`config.mk`:
```
export PLATFORM = sky130hd
export DESIGN_NAME = bd_engine
export DESIGN_NICKNAME = d
export VERILOG_FILES = /design/src/bd_engine_pkg.sv /design/src/bd_slot_map.sv /design/src/bd_engine.sv
export SDC_FILE = /design/constraint.sdc
export NUM_CORES = 1
export LEC_CHECK = 0
export BUFFER_PORTS_ARGS = -buffer_cell sky130_fd_sc_hd__buf_2
export CORE_MARGIN = 2
export CORE_UTILIZATION = 38
export DETAILED_ROUTE_END_ITERATION = 10
export GPL_TIMING_DRIVEN = 0
export PLACE_DENSITY_LB_ADDON = 0.2
export SLEW_MARGIN = 20
export SYNTH_ARGS = -nofsm -noshare
export SYNTH_HDL_FRONTEND = slang
export SYNTH_SLANG_ARGS = --single-unit
export TNS_END_PERCENT = 50
```
`constraint.sdc`:
```
create_clock -name sys_clk_in -period 3.6 [get_ports sys_clk_in]
set_input_delay 0.36 -clock sys_clk_in [delete_from_list [all_inputs] [get_ports sys_clk_in]]
set_output_delay 0.36 -clock sys_clk_in [all_outputs]
set_load 0.01 [all_outputs]
```
`src/bd_engine_pkg.sv`:
```
// shared constants for the buffer descriptor engine
package bd_engine_pkg;
  // descriptor status byte layout
  localparam int OWNER_BIT = 7;
  localparam int TOGGLE_BIT = 6;
  localparam int TGLCHK_BIT = 3;
  localparam int BUFFER_STALL_ENABLE_BIT = 2;
  localparam int PID_LSB = 2;
  // byte offsets inside one descriptor
  localparam logic [1:0] OFS_STATUS = 2'h0;
  localparam logic [1:0] OFS_COUNT = 2'h1;
  localparam logic [1:0] OFS_ADDR_LO = 2'h2;
  localparam logic [1:0] OFS_ADDR_HI = 2'h3;
  // buffering modes
  localparam logic [1:0] MODE_NONE = 2'h0;
  localparam logic [1:0] MODE_EP0_OUT = 2'h1;
  localparam logic [1:0] MODE_ALL = 2'h2;
  // token pids
  localparam logic [3:0] PID_OUT = 4'h1;
  localparam logic [3:0] PID_IN = 4'h9;
  localparam logic [3:0] PID_SETUP = 4'hd;
  // handshakes reported to the serial engine
  localparam logic [1:0] HS_ACK = 2'h0;
  localparam logic [1:0] HS_NAK = 2'h1;
  localparam logic [1:0] HS_STALL = 2'h2;
  // register byte addresses on the avalon slave
  localparam logic [3:0] REG_CONFIG = 4'h0;
  localparam logic [3:0] REG_STATUS = 4'h4;
  localparam logic [3:0] REG_STALL = 4'h8;
  localparam logic [3:0] REG_POINTER = 4'hc;
  // reset values
  localparam logic [1:0] MODE_RESET = 2'h0;
  localparam logic [15:0] STALL_RESET = 16'h0000;
endpackage

```
`src/bd_slot_map.sv`:
```
// descriptor slot lookup from endpoint, direction, mode and pointer
`timescale 1ns/1ps
module bd_slot_map (
  input wire logic [3:0] ep_in, // endpoint number
  input wire logic dir_in_in, // 1 for IN, 0 for OUT/SETUP
  input wire logic [1:0] mode_in, // buffering mode
  input wire logic odd_in, // ping-pong pointer
  output logic [5:0] slot_out, // descriptor index
  output logic pingpong_out // endpoint uses two sets
);
  // fixed slots, disabled endpoints simply leave holes
  always_comb begin
    slot_out = {1'b0, ep_in, dir_in_in};
    pingpong_out = 1'b0;
    unique case (mode_in)
      bd_engine_pkg::MODE_EP0_OUT: begin
        if (ep_in == 4'h0 && !dir_in_in) begin
          slot_out = {5'h00, odd_in};
          pingpong_out = 1'b1;
        end else begin
          slot_out = 6'({1'b0, ep_in, dir_in_in} + 6'h01);
        end
      end
      bd_engine_pkg::MODE_ALL: begin
        slot_out = {ep_in, dir_in_in, odd_in};
        pingpong_out = 1'b1;
      end
      default: begin
        // mode 0 and reserved code 3 use plain layout
        slot_out = {1'b0, ep_in, dir_in_in};
        pingpong_out = 1'b0;
      end
    endcase
  end
endmodule

```
`src/bd_engine.sv`:
```
// buffer descriptor engine of the usb device serial engine
//
// Added by the designer: the address map and the Avalon-MM interface to the registers.
`timescale 1ns/1ps
module bd_engine #(
  parameter int RAM_AW = 10 // usb ram byte address width
) (
  input wire logic sys_clk_in, // 250 MHz clock
  input wire logic srst_in, // sync reset, module enable low
  // avalon-mm slave
  input wire logic [3:0] avs_address_in, // byte address
  input wire logic avs_read_in, // read request
  input wire logic avs_write_in, // write request
  input wire logic [31:0] avs_writedata_in, // write data
  input wire logic [3:0] avs_byteenable_in, // byte lanes
  output logic [31:0] avs_readdata_out, // read data
  output logic avs_waitrequest_out, // stall the master
  // token from the serial engine
  input wire logic tok_valid_in, // one-cycle token strobe
  input wire logic [3:0] tok_pid_in, // token pid
  input wire logic [3:0] tok_ep_in, // endpoint
  input wire logic tok_data1_in, // out packet was data1
  input wire logic [9:0] tok_len_in, // bytes received or sent
  input wire logic tok_err_in, // packet error
  output logic tok_done_out, // one-cycle answer strobe
  output logic [1:0] tok_hs_out, // handshake to send
  output logic [15:0] buf_addr_out, // buffer start used
  output logic [9:0] buf_limit_out, // bytes allowed
  output logic tok_store_out, // data may be kept
  output logic transfer_done_flag_out, // completion pulse
  output logic stall_event_out, // stall issued pulse
  // usb ram port, one byte per cycle
  output logic [RAM_AW-1:0] ram_addr_out, // byte address
  output logic ram_we_out, // write strobe
  output logic [7:0] ram_wdata_out, // write byte
  input wire logic [7:0] ram_rdata_in // read byte, 1 cycle
);
  typedef enum logic [5:0] {
    ST_IDLE = 6'b000001,
    ST_RD_STAT = 6'b000010,
    ST_RD_CNT = 6'b000100,
    ST_RD_ALO = 6'b001000,
    ST_RD_AHI = 6'b010000,
    ST_WRITE = 6'b100000
  } state_type;

  typedef struct packed {
    state_type st;
    logic [1:0] mode;
    logic [15:0] ep_stall;
    logic [15:0] pointer;
    logic last_odd;
    logic [3:0] pid;
    logic [3:0] ep;
    logic data1;
    logic [9:0] len;
    logic err;
    logic odd;
    logic [5:0] slot;
    logic [7:0] stat;
    logic [7:0] cnt;
    logic [7:0] alo;
    logic [1:0] wr_idx;
    logic [7:0] wr_stat;
    logic [7:0] wr_cnt;
    logic done;
    logic [1:0] hs;
    logic store;
    logic trn;
    logic stall_ev;
    logic [15:0] addr;
    logic [9:0] limit;
    logic [31:0] rdata;
    logic ack;
  } state_all_type;

  state_all_type cur_ff;
  state_all_type nxt_ff;
  logic [5:0] slot_w;
  logic pp_w;
  logic [3:0] wbase;

  bd_slot_map u_map (
    .ep_in(cur_ff.ep),
    .dir_in_in(cur_ff.pid == bd_engine_pkg::PID_IN),
    .mode_in(cur_ff.mode),
    .odd_in(cur_ff.odd),
    .slot_out(slot_w),
    .pingpong_out(pp_w)
  );

  // byte address of one descriptor field
  function automatic logic [RAM_AW-1:0] bd_addr(input logic [5:0] s,
      input logic [1:0] o);
    bd_addr = RAM_AW'({s, o});
  endfunction

  assign wbase = 4'(cur_ff.ep);

  always_comb begin
    nxt_ff = cur_ff;
    nxt_ff.done = 1'b0;
    nxt_ff.trn = 1'b0;
    nxt_ff.stall_ev = 1'b0;
    nxt_ff.ack = 1'b0;
    ram_we_out = 1'b0;
    ram_wdata_out = 8'h00;
    ram_addr_out = bd_addr(cur_ff.slot, bd_engine_pkg::OFS_STATUS);
    // write lands only at the edge where waitrequest is sampled low
    if (avs_write_in && cur_ff.ack) begin
        unique case (avs_address_in)
          bd_engine_pkg::REG_CONFIG: begin
            if (avs_byteenable_in[0]) begin
              nxt_ff.mode = avs_writedata_in[1:0];
              if (avs_writedata_in[4])
                nxt_ff.pointer = 16'h0000;
            end
          end
          bd_engine_pkg::REG_STALL: begin
            // write one to clear endpoint stall flags
            if (avs_byteenable_in[0])
              nxt_ff.ep_stall[7:0] = cur_ff.ep_stall[7:0]
                  & ~avs_writedata_in[7:0];
            if (avs_byteenable_in[1])
              nxt_ff.ep_stall[15:8] = cur_ff.ep_stall[15:8]
                  & ~avs_writedata_in[15:8];
          end
          default: ;
        endcase
    end
    // register slave, one wait cycle via ack
    if ((avs_read_in || avs_write_in) && !cur_ff.ack) begin
      nxt_ff.ack = 1'b1;
      nxt_ff.rdata = 32'h0000_0000;
      if (avs_read_in) begin
        unique case (avs_address_in)
          bd_engine_pkg::REG_CONFIG: nxt_ff.rdata = {30'h0, cur_ff.mode};
          bd_engine_pkg::REG_STATUS:
            nxt_ff.rdata = {27'h0, cur_ff.last_odd, cur_ff.ep};
          bd_engine_pkg::REG_STALL: nxt_ff.rdata = {16'h0, cur_ff.ep_stall};
          bd_engine_pkg::REG_POINTER: nxt_ff.rdata = {16'h0, cur_ff.pointer};
          default: nxt_ff.rdata = 32'h0000_0000;
        endcase
      end
    end
    unique case (cur_ff.st)
      ST_IDLE: begin
        if (tok_valid_in) begin
          nxt_ff.pid = tok_pid_in;
          nxt_ff.ep = tok_ep_in;
          nxt_ff.data1 = tok_data1_in;
          nxt_ff.len = tok_len_in;
          nxt_ff.err = tok_err_in;
          nxt_ff.odd = 1'b0;
          nxt_ff.st = ST_RD_STAT;
        end
      end
      ST_RD_STAT: begin
        // pointer applies only where the endpoint ping-pongs
        nxt_ff.odd = cur_ff.pointer[wbase];
        nxt_ff.slot = slot_w;
        ram_addr_out = bd_addr(cur_ff.slot, bd_engine_pkg::OFS_STATUS);
        nxt_ff.st = ST_RD_CNT;
      end
      ST_RD_CNT: begin
        // odd resolved now; slot valid from here on
        nxt_ff.slot = slot_w;
        if (!pp_w)
          nxt_ff.slot = slot_w;
        ram_addr_out = bd_addr(slot_w, bd_engine_pkg::OFS_STATUS);
        nxt_ff.st = ST_RD_ALO;
      end
      ST_RD_ALO: begin
        nxt_ff.stat = ram_rdata_in;
        ram_addr_out = bd_addr(cur_ff.slot, bd_engine_pkg::OFS_COUNT);
        nxt_ff.st = ST_RD_AHI;
      end
      ST_RD_AHI: begin
        nxt_ff.cnt = ram_rdata_in;
        ram_addr_out = bd_addr(cur_ff.slot, bd_engine_pkg::OFS_ADDR_LO);
        nxt_ff.wr_idx = 2'h0;
        nxt_ff.st = ST_WRITE;
      end
      ST_WRITE: begin
        // address low byte arrived; high byte read in parallel
        ram_addr_out = bd_addr(cur_ff.slot, bd_engine_pkg::OFS_ADDR_HI);
        if (cur_ff.wr_idx == 2'h0) begin
          nxt_ff.alo = ram_rdata_in;
          nxt_ff.wr_idx = 2'h1;
        end else if (cur_ff.wr_idx == 2'h1) begin
          // decide the answer for this token
          nxt_ff.addr = {ram_rdata_in, cur_ff.alo};
          nxt_ff.limit = {cur_ff.stat[1:0], cur_ff.cnt};
          nxt_ff.done = 1'b1;
          nxt_ff.hs = bd_engine_pkg::HS_NAK;
          nxt_ff.store = 1'b0;
          nxt_ff.wr_stat = cur_ff.stat;
          nxt_ff.wr_cnt = cur_ff.cnt;
          nxt_ff.wr_idx = 2'h3;
          nxt_ff.st = ST_IDLE;
          if (!cur_ff.stat[bd_engine_pkg::OWNER_BIT]) begin
            nxt_ff.hs = bd_engine_pkg::HS_NAK;
          end else if (cur_ff.stat[bd_engine_pkg::BUFFER_STALL_ENABLE_BIT]
              && cur_ff.pid != bd_engine_pkg::PID_SETUP) begin
            nxt_ff.hs = bd_engine_pkg::HS_STALL;
            nxt_ff.stall_ev = 1'b1;
            nxt_ff.ep_stall[wbase] = 1'b1;
          end else if (cur_ff.err) begin
            nxt_ff.hs = bd_engine_pkg::HS_NAK;
          end else if (cur_ff.pid != bd_engine_pkg::PID_IN
              && cur_ff.len > {cur_ff.stat[1:0], cur_ff.cnt}) begin
            nxt_ff.hs = bd_engine_pkg::HS_NAK;
          end else if (cur_ff.pid == bd_engine_pkg::PID_OUT
              && cur_ff.stat[bd_engine_pkg::TGLCHK_BIT]
              && cur_ff.data1 != cur_ff.stat[bd_engine_pkg::TOGGLE_BIT]) begin
            nxt_ff.hs = bd_engine_pkg::HS_ACK;
          end else begin
            // completion: write back pid and count, release
            nxt_ff.hs = bd_engine_pkg::HS_ACK;
            nxt_ff.store = 1'b1;
            nxt_ff.trn = 1'b1;
            nxt_ff.wr_cnt = cur_ff.len[7:0];
            nxt_ff.wr_stat = {1'b0, cur_ff.stat[bd_engine_pkg::TOGGLE_BIT],
                cur_ff.pid, cur_ff.len[9:8]};
            nxt_ff.wr_idx = 2'h2;
            nxt_ff.st = ST_WRITE;
            nxt_ff.last_odd = cur_ff.odd;
            if (pp_w)
              nxt_ff.pointer[wbase] = ~cur_ff.pointer[wbase];
            if (cur_ff.pid == bd_engine_pkg::PID_SETUP)
              nxt_ff.ep_stall[wbase] = 1'b0;
          end
        end else begin
          // two write cycles: count then status (status last)
          ram_we_out = 1'b1;
          if (cur_ff.wr_idx == 2'h2) begin
            ram_addr_out = bd_addr(cur_ff.slot, bd_engine_pkg::OFS_COUNT);
            ram_wdata_out = cur_ff.wr_cnt;
            nxt_ff.wr_idx = 2'h3;
          end else begin
            ram_addr_out = bd_addr(cur_ff.slot, bd_engine_pkg::OFS_STATUS);
            ram_wdata_out = cur_ff.wr_stat;
            nxt_ff.st = ST_IDLE;
          end
        end
      end
      default: nxt_ff.st = ST_IDLE;
    endcase
  end

  // one register for all state; reset is module enable low
  always_ff @(posedge sys_clk_in) begin
    if (srst_in) begin
      cur_ff <= '0;
      cur_ff.st <= ST_IDLE;
      cur_ff.mode <= bd_engine_pkg::MODE_RESET;
      cur_ff.ep_stall <= bd_engine_pkg::STALL_RESET;
      cur_ff.pointer <= 16'h0000;
    end else begin
      cur_ff <= nxt_ff;
    end
  end

  assign avs_waitrequest_out = (avs_read_in || avs_write_in) && !cur_ff.ack;
  assign avs_readdata_out = cur_ff.rdata;
  assign tok_done_out = cur_ff.done;
  assign tok_hs_out = cur_ff.hs;
  assign buf_addr_out = cur_ff.addr;
  assign buf_limit_out = cur_ff.limit;
  assign tok_store_out = cur_ff.store;
  assign transfer_done_flag_out = cur_ff.trn;
  assign stall_event_out = cur_ff.stall_ev;
endmodule

```
* Word-level counts from Yosys, hierarchy flattened *
Cells that the tools add are included.

cells by class
  add/subtract/negate cells = 1
  multipliers = 0
  divide/modulo/power cells = 0
  magnitude comparators = 3
  equality and inequality tests = 23
  shifts and indexed selects = 0
  mux-type cells = 73
  bitwise operators = 16
  reduce and logical (&&, ||, !) cells = 28

operator list
  operator                                       count
  two-way mux 33 bit                             7
  two-way mux 16 bit                             8
  two-way mux 17 bit                             6
  two-way mux 32 bit                             2
  case mux 16 bit (4 select lines)               1
  two-way mux 6 bit                              10
  two-way mux 8 bit                              6
  case mux 6 bit (6 select lines)                1
  case mux 8 bit (4 select lines)                1
  two-way mux 2 bit                              11
  bitwise AND 16 bit                             1
  bitwise AND 8 bit                              2
  bitwise mux 16 bit                             1
  == test 4 bit (second input constant)          4
  NOT 16 bit                                     1
  NOT 8 bit                                      2
  bitwise OR 16 bit                              1
  two-way mux 1 bit                              12
  inequality test 4 bit (second input constant)  3
  case mux 6 bit (2 select lines)                1
  > comparator 10 bit                            1
  NOT 1 bit                                      9
  AND reduction 3 bit                            3
  logical AND 1 bit                              8
  other kinds (32)                               42

storage, ports and cells
  flip-flop bits (word level) = 159
  latch bits = 0
  RAM bits = 0
  bits in read-only memories = 0
  bits of input ports = 73
  output and inout bits = 84
  word-level logic and storage cells = 171
  memories = 0

* Longest topological paths before layout *
Gate-level depths: netlist (run 1).

  depth in word-level cells = 15
  depth in mapped cells = 10
  depth with buffers taken out = 8

* By module *
Synthesis (run 1) repeated with hierarchy kept, for this count alone.

unflattened totals
  cells, all modules = 934
  area total of the unflattened synthesis = 7851.3 µm²

by module, submodules not included
  module       instances  cells each  area an instance (µm²)  sequential area each (µm²)
  bd_engine    1          895         7586.0                  3183.1
  bd_slot_map  1          39          265.3                   0.0

* Worst setup path after synthesis (run 1) *
Ideal clock, no wire load.

  kind = register to register
  start point = reg cur_ff[169] (netlist bit)
  end point = reg cur_ff[137] (netlist bit)
  setup time = 0.131 ns
  arrival = 2.725 ns
  required time = 3.469 ns
  path slack = 0.744 ns
  cell stages (with the launch flop) = 11
  buffers on the path = 4
  period minus slack after synthesis = 2.856 ns
  cell sequence = dfxtp_1 clkbuf_1 or4_4 or3_1 buf_2 or2_1 buf_2 or4_4 buf_6 o311ai_1 o41ai_1

between the ends
  longest elaborated chain between the ends = 2

RTL lines
  element                 line              RTL
  from (decl)             bd_engine.sv:77   state_all_type cur_ff;
  from (signal assigned)  bd_engine.sv:260  cur_ff <= nxt_ff;
  == test 6 bit           bd_engine.sv:146  unique case (cur_ff.st)
  two-way mux 33 bit      bd_engine.sv:146

Every way passes these cells.
A chain may end at the register's enable or synchronous reset.

* Worst setup path after layout (run 1) *
  start point = reg cur_ff[169] (netlist bit)
  end point = out ram_wdata_out[7]

between the ends
  longest elaborated chain between the ends = 2

RTL lines
  element            line              RTL
  == test 6 bit      bd_engine.sv:146
  two-way mux 8 bit  bd_engine.sv:146
  to (decl)          bd_engine.sv:35   output logic [7:0] ram_wdata_out,

Every way passes these cells.

==> load_flow_metrics.sql, run 1 <==
INSERT INTO impl_metrics (metric_group, metric, value, unit) VALUES
('placement', 'dp_hpwl', '17830', 'um'),
('worst_setup_path', 'timing_worst_setup_path_type', 'register to output port', ''),
('layout', 'layout.cells.most_common_list', '170 x sky130_fd_sc_hd__nand2_1, 159 x sky130_fd_sc_hd__dfxtp_1, 120 x sky130_fd_sc_hd__buf_2, 110 x sky130_fd_sc_hd__a21oi_1, 99 x sky130_fd_sc_hd__nor2_1', ''),
('power', 'power_leakage', '3.690', 'nW'),
('layout', 'final_layout_size_suffix_gt1_share', '20.36', '%'),
('global_routing', 'global_route_wire_length_before_repair', '37710', 'um'),
('status', 'outcome', 'finished, final reports clean', ''),
('worst_setup_path', 'worstPathArrival', '2.94', 'ns'),
('logic_synthesis', 'synthesized_cell_area', '7874', 'um2'),
('route', 'drt_pre_antenna_iters', '5', ''),
('route', 'final_antenna_net_count', '0', ''),
('logic_synthesis', 'synth-edff-count', '0', ''),
('logic_synthesis', 'seq_area_frac_synth', '40.43', '%'),
('sta', 'setup_total_negative_slack', '0', 'ns'),
('layout', 'n_fill_cell', '2092', ''),
('run', 'max_cap_viol_count', '0', ''),
('clock_tree', 'clockRootBuffer', 'sky130_fd_sc_hd__clkbuf_16', ''),
('worst_setup_path', 'crit-reg2reg-capture', 'cur_ff[159]', ''),
('global_routing', 'grt_start_max_net_pins', '18', ''),
('floorplanning', 'fp-row-count', '52', ''),
('worst_setup_path', 'worst_path_most_repeated_cell', 'sky130_fd_sc_hd__clkbuf_1', ''),
('power', 'vdd_ir_drop_max', '0.0003102', 'V'),
('sta', 'final.setup_skew', '0.01207', 'ns'),
('sta', 'worstMarginPinSlew', '0.9027', 'ns'),
('placement', 'placement.setup.worst_slack', '0.4112', 'ns'),
('sta', 'layout_setup_ws', '0.3002', 'ns'),
('worst_setup_path', 'timing.critical_path.slowest_cell_delay', '0.46', 'ns'),
('global_routing', 'antenna_found_initial', '0', ''),
('clock_tree', 'clk_transition_reported_paths', '0.07', 'ns'),
('route', 'total_via_count_after_detailed_routing', '7484', ''),
('logic_synthesis', 'postSynthCellCount', '992', ''),
('sta', 'hold_viol_final', '0', ''),
('clock_tree', 'cts_hold_repair.buffers', '0', ''),
('power', 'power-per-cell-area', '443.7', 'nW/um2'),
('floorplanning', 'die_area', '21890', 'um2'),
('worst_setup_path', 'reg2regPathDepth', '10', ''),
('route', 'initialDrtViolationCount', '507', ''),
('floorplanning', 'chipWidth', '147.9', 'um'),
('clock_tree', 'tritoncts', 'done', ''),
('logic_synthesis', 'synth.distinct_cells', '60', ''),
('power', 'seq_power_share', '43.7', '%'),
('route', 'totalWireLength', '24050', 'um'),
('worst_setup_path', 'crit_path_max_fanout', '10', ''),
('logic_synthesis', 'yosys_top_cell_area_share', '40.43', '%'),
('power', 'combinationalPowerShare', '12.0', '%'),
('logic_synthesis', 'synth_area_per_cell', '7.937', 'um2'),
('logic_synthesis', 'postSynthRegisterBits', '159', ''),
('route', 'remaining_drc_errors', '0', ''),
('layout', 'antenna_cells', '0', ''),
('worst_setup_path', 'cpLargestDelayFamily', 'simple AND/OR/NAND/NOR gates', ''),
('global_routing', 'grt.met2_usage', '33.53', '%'),
('worst_setup_path', 'timing.rr.start', 'cur_ff[100]', ''),
('worst_setup_path', 'critical_path.n_buffers_inverters', '3', ''),
('power', 'clock_power_share', '44.3', '%'),
('power', 'total_switching_power', '1.216', 'mW'),
('hold_path', 'timing.hold.worst_path_depth', '3', ''),
('route', 'wl_per_cell', '16.83', 'um'),
('sta', 'timing.fmax', '303.0', 'MHz'),
('clock_tree', 'cts_buffers', '17', ''),
('clock_tree', 'clock_tree.buffer_depth', '2', ''),
('worst_setup_path', 'regToRegSetupSlack', '0.33', 'ns'),
('logic_synthesis', 'synth_warnings', '0', ''),
('worst_setup_path', 'slowest_stage', 'sky130_fd_sc_hd__or4_4', ''),
('worst_setup_path', 'crit_start', 'cur_ff[169]', ''),
('sta', 'layout_worst_path_cycle_share', '91.66', '%'),
('logic_synthesis', 'synth.area.top_cells', 'sky130_fd_sc_hd__dfxtp_1 40%, sky130_fd_sc_hd__nand2_1 8.1%, sky130_fd_sc_hd__a21oi_1 7.0%', ''),
('placement', 'port-buffer-count', '118', ''),
('global_routing', 'gr-usage-all-layers', '22.07', '%'),
('floorplanning', 'die-height', '147.9', 'um'),
('worst_setup_path', 'critical_path_required', '3.24', 'ns'),
('logic_synthesis', 'asyncSetResetFlopFracSynth', '0', '%');
routing by layer:
layer  routed length, um  part of all wire [%]
met4                 547                   2.3
met2               10450                    43
met5                   0                     0
met3                1593                   6.6
met1               11460                    48
registers in the layout, summed over array words and instances, names as in the netlist, 2 cells and up:
| name | flops |
|---|---|
| avs_readdata_out | 16 |
| wbase | 4 |
| buf_addr_out | 16 |
| tok_hs_out | 2 |
| buf_limit_out | 10 |
| cur_ff | 107 |
layout make-up:
class | instances | area (um2) | share of cell area (%)
clock buffers | 18 | 439.2 | 4.639
plain buffers | 136 | 769.5 | 8.128
flip-flops and latches | 159 | 3183 | 33.62
multi-input cells | 689 | 3891 | 41.10
well taps | 270 | 337.8 | 3.569
repair buffers | 118 | 590.6 | 6.238
inverters | 25 | 93.84 | 0.9913
clock inverters | 14 | 161.4 | 1.705
power groups by stage:
stage               clock network, mW  registers [mW]  logic [mW]
floorplan                           0            1.86       0.341
global placement                    0            1.88       0.494
detailed placement                  0            1.88       0.499
CTS                              1.89            1.84       0.502
global route                     1.95            1.84       0.560
finish                           1.86            1.84       0.503
stage by stage:
step	power (mW)	area, um2	util, %	instances	hold slack [ns]
2_1_floorplan	2.203	7938	-	1009	0.4321
6_report	4.200	9467	46.63	1429	0.1580
4_1_cts	4.225	9467	46.63	1429	0.1429
3_5_place_dp	2.375	8866	43.68	1397	0.4483
3_3_place_gp	2.370	8866	43.68	1397	0.4420
5_1_grt	4.354	9467	46.63	1429	0.1482
tightest hold or removal path, cell delays in order:
cell	delay [ns]
sky130_fd_sc_hd__buf_2	0.10
sky130_fd_sc_hd__nand2_1	0.04
sky130_fd_sc_hd__a21oi_1	0.05
Yosys cell counts, types with 3 or more instances:
| master | instances |
|---|---|
| sky130_fd_sc_hd__a22oi_1 | 17 |
| sky130_fd_sc_hd__o41ai_1 | 15 |
| sky130_fd_sc_hd__dfxtp_1 | 159 |
| sky130_fd_sc_hd__mux2_2 | 4 |
| sky130_fd_sc_hd__nand3_1 | 19 |
| sky130_fd_sc_hd__mux2i_1 | 18 |
| sky130_fd_sc_hd__buf_4 | 62 |
| sky130_fd_sc_hd__nor2_1 | 99 |
| sky130_fd_sc_hd__inv_1 | 24 |
| sky130_fd_sc_hd__a21oi_1 | 110 |
| sky130_fd_sc_hd__or2_2 | 3 |
| sky130_fd_sc_hd__a211oi_1 | 15 |
| sky130_fd_sc_hd__o31a_1 | 3 |
| sky130_fd_sc_hd__mux4_2 | 7 |
| sky130_fd_sc_hd__o211ai_1 | 6 |
| sky130_fd_sc_hd__nor3_1 | 26 |
| sky130_fd_sc_hd__clkbuf_1 | 66 |
| sky130_fd_sc_hd__nor2b_1 | 4 |
| sky130_fd_sc_hd__nand2_1 | 170 |
| sky130_fd_sc_hd__or3_1 | 7 |
| sky130_fd_sc_hd__o21ai_0 | 18 |
| sky130_fd_sc_hd__a311oi_1 | 3 |
| sky130_fd_sc_hd__nor4_1 | 30 |
| sky130_fd_sc_hd__nand3b_1 | 7 |
| sky130_fd_sc_hd__o21bai_1 | 12 |
| sky130_fd_sc_hd__ha_1 | 13 |
| sky130_fd_sc_hd__o311ai_1 | 15 |
| sky130_fd_sc_hd__buf_6 | 3 |
| sky130_fd_sc_hd__nand2b_1 | 7 |
| sky130_fd_sc_hd__a31oi_1 | 3 |
| sky130_fd_sc_hd__o31ai_1 | 3 |
worst min-delay path by stage:
stage                    startpoint         endpoint  slack (ns)
floorplan                cur_ff[83]  buf_addr_out[0]        0.43
global placement      tok_store_out    tok_store_out        0.44
detailed placement  buf_addr_out[7]  buf_addr_out[7]        0.45
CTS                   tok_len_in[4]      cur_ff[119]        0.14
global route          tok_len_in[4]      cur_ff[119]        0.15
finish                tok_len_in[4]      cur_ff[119]        0.16
kinds of logic after synthesis:
| logic type | count (synthesis) | synth area share [%] |
|---|---|---|
| AO/OA/AOI/OAI | 235 | 18.97 |
| other | 1 | 0.04763 |
| AND/OR/NAND/NOR | 392 | 22.44 |
| XOR/XNOR | 2 | 0.2225 |
| flip-flops | 159 | 40.43 |
| adder cells (fa/ha/maj) | 13 | 2.066 |
| buffers and inverters | 161 | 10.96 |
| multiplexers | 29 | 4.862 |
what timing repair did:
action,4_1_cts,5_1_grt
buffers inserted,0,0
endpoints found under the setup margin,0,1
resized for setup,0,1
No activity file was read; power rests on OpenSTA's default activity.
==> inputs of run 2 (changes only) <==
--- a/config.mk
+++ b/config.mk
@@ -11,6 +11,7 @@
 export DETAILED_ROUTE_END_ITERATION = 10
 export GPL_TIMING_DRIVEN = 0
 export PLACE_DENSITY_LB_ADDON = 0.2
+export RECOVER_POWER = 25
 export SLEW_MARGIN = 20
 export SYNTH_ARGS = -nofsm -noshare
 export SYNTH_HDL_FRONTEND = slang
==> load_flow_metrics.sql, run 2 (synthesis results as in run 1) <==
INSERT INTO impl_metrics (metric_group, metric, value, unit) VALUES
('status', 'outcome', 'finished, final reports clean', ''),
('worst_setup_path', 'crit_path_max_fanout', '10', ''),
('layout', 'post_layout_nonfiller_instances', '1429', ''),
('global_routing', 'global_route_wire_length_before_repair', '37710', 'um'),
('route', 'total_via_count_after_detailed_routing', '7436', ''),
('clock_tree', 'clockRootBuffer', 'sky130_fd_sc_hd__clkbuf_16', ''),
('route', 'wl_per_cell', '16.84', 'um'),
('hold_path', 'min_path_type', 'primary input to register', ''),
('clock_tree', 'setup_bufs_post_cts', '0', ''),
('worst_setup_path', 'critical_path_required', '3.24', 'ns'),
('route', 'totalWireLength', '24060', 'um'),
('layout', 'num-nets-final', '1232', ''),
('power', 'power.switching_fraction', '28.96', '%'),
('global_routing', 'antenna_found_initial', '0', ''),
('global_routing', 'gr-usage-all-layers', '22.07', '%'),
('route', 'final_antenna_net_count', '0', ''),
('layout', 'largest_register_ffs', '107', ''),
('placement', 'dp_hpwl', '17830', 'um'),
('clock_tree', 'numClockSinks', '159', ''),
('power', 'power-per-cell-area', '446.7', 'nW/um2'),
('sta', 'setup_total_negative_slack', '0', 'ns'),
('sta', 'hold_viol_final', '0', ''),
('power', 'combinationalPowerShare', '12.0', '%'),
('clock_tree', 'clkLatencyLatePin', '0.44', 'ns'),
('sta', 'number_of_slew_limit_violations_in_the_final_report', '0', ''),
('floorplanning', 'core', '20300', 'um2'),
('worst_setup_path', 'regToRegSetupSlack', '0.35', 'ns'),
('power', 'clock_power_share', '44.3', '%'),
('sta', 'worstMarginPinSlew', '0.9073', 'ns'),
('placement', 'placement.setup.worst_slack', '0.4112', 'ns'),
('global_routing', 'grt_start_max_net_pins', '18', ''),
('power', 'total_switching_power', '1.217', 'mW'),
('run', 'max_cap_viol_count', '0', ''),
('worst_setup_path', 'timing_worst_setup_path_type', 'register to output port', ''),
('layout', 'layout.cells.most_common_list', '170 x sky130_fd_sc_hd__nand2_1, 159 x sky130_fd_sc_hd__dfxtp_1, 115 x sky130_fd_sc_hd__clkbuf_1, 110 x sky130_fd_sc_hd__a21oi_1, 99 x sky130_fd_sc_hd__nor2_1', ''),
('layout', 'layout-area-overhead-vs-synth', '19.45', '%'),
('power', 'seq_power_share', '43.7', '%'),
('sta', 'grt_setup_unrepaired', 'false', ''),
('placement', 'gp_congestion', '0.8677', ''),
('sta', 'final.setup_skew', '0.01153', 'ns'),
('sta', 'layout_setup_ws', '0.2407', 'ns'),
('power', 'cell_internal_pwr', '2.985', 'mW'),
('layout', 'antenna_cells', '0', ''),
('route', 'drt_pre_antenna_iters', '5', ''),
('floorplanning', 'start_util', '38.79', '%'),
('worst_setup_path', 'worstPathArrival', '3.00', 'ns'),
('floorplanning', 'fp-row-count', '52', ''),
('clock_tree', 'clock_tree.buffer_depth', '2', ''),
('floorplanning', 'die-height', '147.9', 'um'),
('sta', 'setup_viol_count_final', '0', ''),
('floorplanning', 'floorplan.io_pins', '157', ''),
('floorplanning', 'die_area', '21890', 'um2'),
('global_routing', 'first_global_vias', '6921', ''),
('sta', 'layout_worst_path_cycle_share', '93.31', '%'),
('route', 'initialDrtViolationCount', '546', ''),
('layout', 'final_layout_size_suffix_gt1_share', '16.13', '%'),
('sta', 'slew_headroom', '39.05', '%'),
('placement', 'port-buffer-count', '118', ''),
('sta', 'final.hold.worst_slack', '0.1563', 'ns'),
('global_routing', 'globalRoute.totalOverflow', '0', ''),
('clock_tree', 'tritoncts', 'done', ''),
('route', 'avgViaCountPerCell', '5.204', ''),
('route', 'remaining_drc_errors', '0', ''),
('placement', 'dp_cells', '1397', ''),
('clock_tree', 'cts_buffers', '17', ''),
('sta', 'final_period_minus_worst_setup_slack', '3.359', 'ns'),
('clock_tree', 'clk_transition_reported_paths', '0.07', 'ns'),
('worst_setup_path', 'timing.critical_path.from_type', 'register', ''),
('floorplanning', 'chipWidth', '147.9', 'um'),
('clock_tree', 'cts.htree.levels', '4', ''),
('worst_setup_path', 'kind_of_capture_point_of_the_worst_setup_path', 'output port', ''),
('power', 'power_leakage', '3.475', 'nW'),
('sta', 'timing.fmax', '297.7', 'MHz'),
('power', 'vdd_ir_drop_max', '0.0003088', 'V'),
('layout', 'n_fill_cell', '2109', ''),
('power', 'report.power.total', '4.201', 'mW'),
('layout', 'layout_commonest_cell', 'sky130_fd_sc_hd__nand2_1', ''),
('layout', 'top_register', 'cur_ff', '');
-- run 2: changes by cell type in the layout (fill, tap and decap cells not counted), sizes merged --
| cell | before | now |
|---|---|---|
| buf | 187 | 138 |
| clkbuf | 85 | 134 |
-- run 2: worst max-delay path, cell delays in order, from the launching register on --
cell                       delay, ns
sky130_fd_sc_hd__dfxtp_1        0.30
sky130_fd_sc_hd__clkbuf_1       0.18
sky130_fd_sc_hd__or4_4          0.47
sky130_fd_sc_hd__nor3_1         0.24
sky130_fd_sc_hd__clkbuf_1       0.41
sky130_fd_sc_hd__nand2_1        0.41
sky130_fd_sc_hd__nor2_1         0.36
sky130_fd_sc_hd__buf_2          0.19
-- run 2: cell type report --
class	instances	area (um2)	area share (%)
Tap cell	270	337.8	3.592
Clock inverter	14	161.4	1.716
Multi-Input combinational cell	689	3891	41.37
Inverter	25	93.84	0.9977
Sequential cell	159	3183	33.84
Buffer	136	769.5	8.181
Timing Repair Buffer	118	529.3	5.627
Clock buffer	18	439.2	4.669
-- run 2: what timing repair did --
| item | in CTS | in global routing |
|---|---|---|
| setup endpoints to repair | 0 | 1 |
| gates resized for setup | 0 | 1 |
| hold buffers | 0 | 0 |
| hold endpoints to repair | 0 | 0 |
-- run 2: final timing paths --
kind,to,from,depth (start not counted)
setup / recovery,ram_wdata_out[7],cur_ff[169],7
hold / removal,cur_ff[119],tok_len_in[4],3
setup reg to reg,cur_ff[160],cur_ff[96],10
hold reg to reg,buf_limit_out[3],buf_limit_out[3],2
-- run 2: per-layer routing --
metal,vias to the layer above,part of all wire [%],track usage [%]
li1,3720,-,-
met1,3425,48,31.38
met2,254,43,33.53
met3,37,6.1,4.352
met4,0,2.4,7.429
met5,-,0,0
-- run 2: power by group through the flow --
| stage | registers, mW | logic [mW] | clock network [mW] |
|---|---|---|---|
| floorplan | 1.86 | 0.341 | 0 |
| finish | 1.84 | 0.503 | 1.86 |
| CTS | 1.84 | 0.502 | 1.89 |
| detailed placement | 1.88 | 0.499 | 0 |
| global placement | 1.88 | 0.494 | 0 |
| global route | 1.84 | 0.560 | 1.95 |
-- run 2: per-stage QoR --
| stage | utilization (%) | area [um2] |
|---|---|---|
| after floorplan | - | 7938 |
| after global placement | 43.68 | 8866 |
| after detailed placement | 43.68 | 8866 |
| after CTS | 46.63 | 9467 |
| after global routing | 46.33 | 9405 |
| final | 46.33 | 9405 |
==> inputs of run 3 (changes only) <==
--- a/config.mk
+++ b/config.mk
@@ -15,5 +15,6 @@
 export SLEW_MARGIN = 20
 export SYNTH_ARGS = -nofsm -noshare
 export SYNTH_HDL_FRONTEND = slang
+export SYNTH_HIERARCHICAL = 1
 export SYNTH_SLANG_ARGS = --single-unit
 export TNS_END_PERCENT = 50
==> load_flow_metrics.sql, run 3 <==
INSERT INTO impl_metrics (metric_group, metric, value, unit) VALUES
('status', 'outcome', 'finished, final reports clean', ''),
('global_routing', 'globalRoute.totalOverflow', '0', ''),
('sta', 'final.setup_skew', '0.01164', 'ns'),
('placement', 'placement.setup.worst_slack', '0.7713', 'ns'),
('logic_synthesis', 'ranking_of_synthesized_cells_by_instance_count', '159 x sky130_fd_sc_hd__dfxtp_1, 132 x sky130_fd_sc_hd__nand2_1, 117 x sky130_fd_sc_hd__nor2_1, 95 x sky130_fd_sc_hd__a21oi_1, 63 x sky130_fd_sc_hd__buf_4', ''),
('sta', 'grt_setup_unrepaired', 'false', ''),
('floorplanning', 'chipWidth', '147.7', 'um'),
('floorplanning', 'die-height', '147.7', 'um'),
('logic_synthesis', 'synth.area.top_cells', 'sky130_fd_sc_hd__dfxtp_1 41%, sky130_fd_sc_hd__nand2_1 6.3%, sky130_fd_sc_hd__a21oi_1 6.1%', ''),
('worst_setup_path', 'worstPathCellList', 'nor2b_1, and3b_1, ha_1, a41oi_1, o32ai_1, mux2_2, buf_2', ''),
('logic_synthesis', 'yosys_most_used_dff', 'sky130_fd_sc_hd__dfxtp_1', ''),
('power', 'power-per-cell-area', '421.1', 'nW/um2'),
('layout', 'n_fill_cell', '2056', ''),
('worst_setup_path', 'kind_of_capture_point_of_the_worst_setup_path', 'output port', ''),
('logic_synthesis', 'synth_area_per_cell', '8.406', 'um2'),
('worst_setup_path', 'crit-reg2reg-capture', 'cur_ff[166]', ''),
('floorplanning', 'fp-row-count', '52', ''),
('layout', 'layout_commonest_cell', 'sky130_fd_sc_hd__dfxtp_1', ''),
('sta', 'timing.fmax', '339.5', 'MHz'),
('sta', 'final_period_minus_worst_setup_slack', '2.946', 'ns'),
('layout', 'antenna_cells', '0', ''),
('clock_tree', 'tritoncts', 'done', ''),
('route', 'totalWireLength', '22920', 'um'),
('route', 'total_via_count_after_detailed_routing', '6999', ''),
('worst_setup_path', 'timing.critical_path.slowest_cell_delay', '0.42', 'ns'),
('power', 'power.switching_fraction', '27.01', '%'),
('power', 'seq_power_share', '46.1', '%'),
('sta', 'setup_total_negative_slack', '0', 'ns'),
('clock_tree', 'clk_transition_reported_paths', '0.06', 'ns'),
('layout', 'num-nets-final', '1174', ''),
('worst_setup_path', 'worstPathArrival', '2.59', 'ns'),
('worst_setup_path', 'cpLargestDelayFamily', 'simple AND/OR/NAND/NOR gates', ''),
('clock_tree', 'clockRootBuffer', 'sky130_fd_sc_hd__clkbuf_16', ''),
('floorplanning', 'core', '20230', 'um2'),
('global_routing', 'gr-usage-all-layers', '21.16', '%'),
('global_routing', 'first_global_vias', '6534', ''),
('logic_synthesis', 'postSynthCellCount', '934', ''),
('logic_synthesis', 'asyncSetResetFlopFracSynth', '0', '%'),
('clock_tree', 'clkLatencyLatePin', '0.44', 'ns'),
('placement', 'post_dp_cell_area', '8843', 'um2'),
('route', 'drt_pre_antenna_iters', '5', ''),
('logic_synthesis', 'seq_area_frac_synth', '40.54', '%'),
('logic_synthesis', 'yosys.cell_count.top_type', 'sky130_fd_sc_hd__dfxtp_1', ''),
('sta', 'setup_viol_count_final', '0', ''),
('route', 'wl_per_cell', '16.72', 'um'),
('sta', 'slew_headroom', '46.23', '%'),
('layout', 'fin_area', '9364', 'um2'),
('layout', 'top_register', 'cur_ff', ''),
('floorplanning', 'die_area', '21830', 'um2'),
('logic_synthesis', 'synthesized_cell_area', '7851', 'um2'),
('floorplanning', 'start_util', '38.80', '%'),
('power', 'report.power.total', '3.943', 'mW'),
('hold_path', 'min_path_type', 'primary input to register', ''),
('route', 'avgViaCountPerCell', '5.105', ''),
('global_routing', 'antenna_found_initial', '0', ''),
('layout', 'layout-area-overhead-vs-synth', '19.27', '%'),
('clock_tree', 'cts_buffers', '17', ''),
('logic_synthesis', 'post-synth-top-area-cell', 'sky130_fd_sc_hd__dfxtp_1', ''),
('layout', 'largest_register_ffs', '107', ''),
('power', 'total_switching_power', '1.065', 'mW'),
('clock_tree', 'clock_tree.buffer_depth', '2', ''),
('power', 'power_leakage', '3.691', 'nW'),
('hold_path', 'holdPathEnd', 'cur_ff[122]', ''),
('power', 'clock_power_share', '45.3', '%'),
('logic_synthesis', 'synth_warnings', '6', ''),
('route', 'final_antenna_net_count', '0', ''),
('clock_tree', 'numClockSinks', '159', ''),
('worst_setup_path', 'critical_path.n_buffers_inverters', '1', ''),
('clock_tree', 'cts.htree.levels', '4', ''),
('worst_setup_path', 'timing.rr.start', 'cur_ff[98]', ''),
('worst_setup_path', 'timing.critical_path.from_type', 'register', ''),
('floorplanning', 'floorplan.io_pins', '157', ''),
('hold_path', 'timing.hold.worst_path_depth', '3', ''),
('worst_setup_path', 'slowest_stage', 'sky130_fd_sc_hd__and3b_1', ''),
('sta', 'layout_setup_ws', '0.6541', 'ns'),
('hold_path', 'hold_path.startpoint', 'tok_len_in[7]', ''),
('sta', 'hold_viol_final', '0', ''),
('layout', 'final_layout_size_suffix_gt1_share', '19.80', '%'),
('worst_setup_path', 'regToRegSetupSlack', '0.68', 'ns'),
('placement', 'port-buffer-count', '118', ''),
('sta', 'layout_worst_path_cycle_share', '81.83', '%'),
('logic_synthesis', 'yosys_top_cell_area_share', '40.54', '%'),
('worst_setup_path', 'crit_path_max_fanout', '9', ''),
('clock_tree', 'cts_resized', '0', ''),
('route', 'initialDrtViolationCount', '480', ''),
('clock_tree', 'cts_hold_repair.buffers', '0', ''),
('power', 'combinationalPowerShare', '8.6', '%'),
('worst_setup_path', 'critical_path_required', '3.24', 'ns'),
('power', 'cell_internal_pwr', '2.878', 'mW'),
('clock_tree', 'setup_bufs_post_cts', '0', ''),
('logic_synthesis', 'synth-edff-count', '0', ''),
('global_routing', 'global_route_wire_length_before_repair', '35720', 'um'),
('global_routing', 'grt_start_max_net_pins', '17', ''),
('route', 'remaining_drc_errors', '0', ''),
('worst_setup_path', 'timing_worst_setup_path_type', 'register to output port', ''),
('placement', 'dp_hpwl', '17010', 'um'),
('logic_synthesis', 'synth.distinct_cells', '64', ''),
('run', 'max_cap_viol_count', '0', ''),
('sta', 'number_of_slew_limit_violations_in_the_final_report', '0', ''),
('sta', 'worstMarginPinSlew', '0.8065', 'ns'),
('power', 'vdd_ir_drop_max', '0.0003217', 'V'),
('worst_setup_path', 'reg2regPathDepth', '9', ''),
('logic_synthesis', 'postSynthRegisterBits', '159', ''),
('layout', 'layout.cells.most_common_list', '159 x sky130_fd_sc_hd__dfxtp_1, 132 x sky130_fd_sc_hd__nand2_1, 117 x sky130_fd_sc_hd__nor2_1, 95 x sky130_fd_sc_hd__a21oi_1, 89 x sky130_fd_sc_hd__clkbuf_1', ''),
('placement', 'gp_congestion', '0.9417', '');
run 3: cells by family (layout without fill, tap and decap cells):
| logic type | count (synthesis) | in the layout | synth area share (%) |
|---|---|---|---|
| AO/OA/AOI/OAI | 228 | 228 | 19.71 |
| XOR/XNOR | 2 | 2 | 0.2231 |
| adder cells (fa/ha/maj) | 13 | 13 | 2.072 |
| buffers and inverters | 142 | 292 | 10.22 |
| flip-flops | 159 | 159 | 40.54 |
| multiplexers | 52 | 52 | 7.889 |
| other | 1 | 18 | 0.04776 |
| AND/OR/NAND/NOR | 337 | 337 | 19.30 |
run 3: area by class of cell:
type	instances	area, um2	area share, %
plain buffers	121	723.2	7.723
clock buffers	17	425.4	4.543
clock inverters	15	155.1	1.657
inverters	21	78.83	0.8418
multi-input cells	650	3930	41.97
flip-flops and latches	159	3183	33.99
well taps	270	337.8	3.608
repair buffers	118	530.5	5.665
run 3: worst max-delay path by stage:
stage | startpoint | endpoint | slack (ns) | depth (start not counted)
5_1_grt | cur_ff[130] | ram_addr_out[6] | 0.46 | 7
6_report | cur_ff[130] | ram_addr_out[6] | 0.65 | 7
3_5_place_dp | cur_ff[98] | cur_ff[160] | 0.77 | 9
2_1_floorplan | cur_ff[98] | cur_ff[149] | 1.39 | 10
3_3_place_gp | cur_ff[98] | cur_ff[160] | 0.77 | 9
4_1_cts | cur_ff[130] | ram_addr_out[6] | 0.62 | 7
run 3: power by group through the flow:
stage,logic (mW),registers [mW],clock network (mW)
2_1_floorplan,0.224,1.84,0
3_3_place_gp,0.334,1.86,0
3_5_place_dp,0.336,1.86,0
4_1_cts,0.337,1.82,1.81
5_1_grt,0.372,1.82,1.90
6_report,0.338,1.82,1.79
run 3: worst register-to-register path, delay by kind of cell, from the launching register on:
family,cells,cell delay (ns)
flip-flops,1,0.44
buffers and inverters,2,0.43
AND/OR/NAND/NOR,2,0.67
adder cells (fa/ha/maj),1,0.32
AO/OA/AOI/OAI,4,0.95
run 3: per-stage QoR:
stage	cells	hold WS, ns	utilization (%)
2_1_floorplan	951	0.4312	-
3_3_place_gp	1339	0.4440	43.71
3_5_place_dp	1339	0.4448	43.71
4_1_cts	1371	0.1543	46.57
5_1_grt	1371	0.1668	46.28
6_report	1371	0.1614	46.28
run 3: metal layers:
layer / wire length, um / vias to the layer above / GRT usage (%) / part of all wire, %
met1: 11130 / 3277 / 29.82 / 49
met4: 290 / 0 / 5.192 / 1.3
li1: - / 3505 / - / -
met5: 0 / - / 0 / 0
met3: 1233 / 18 / 4.414 / 5.4
met2: 10260 / 199 / 33.21 / 45
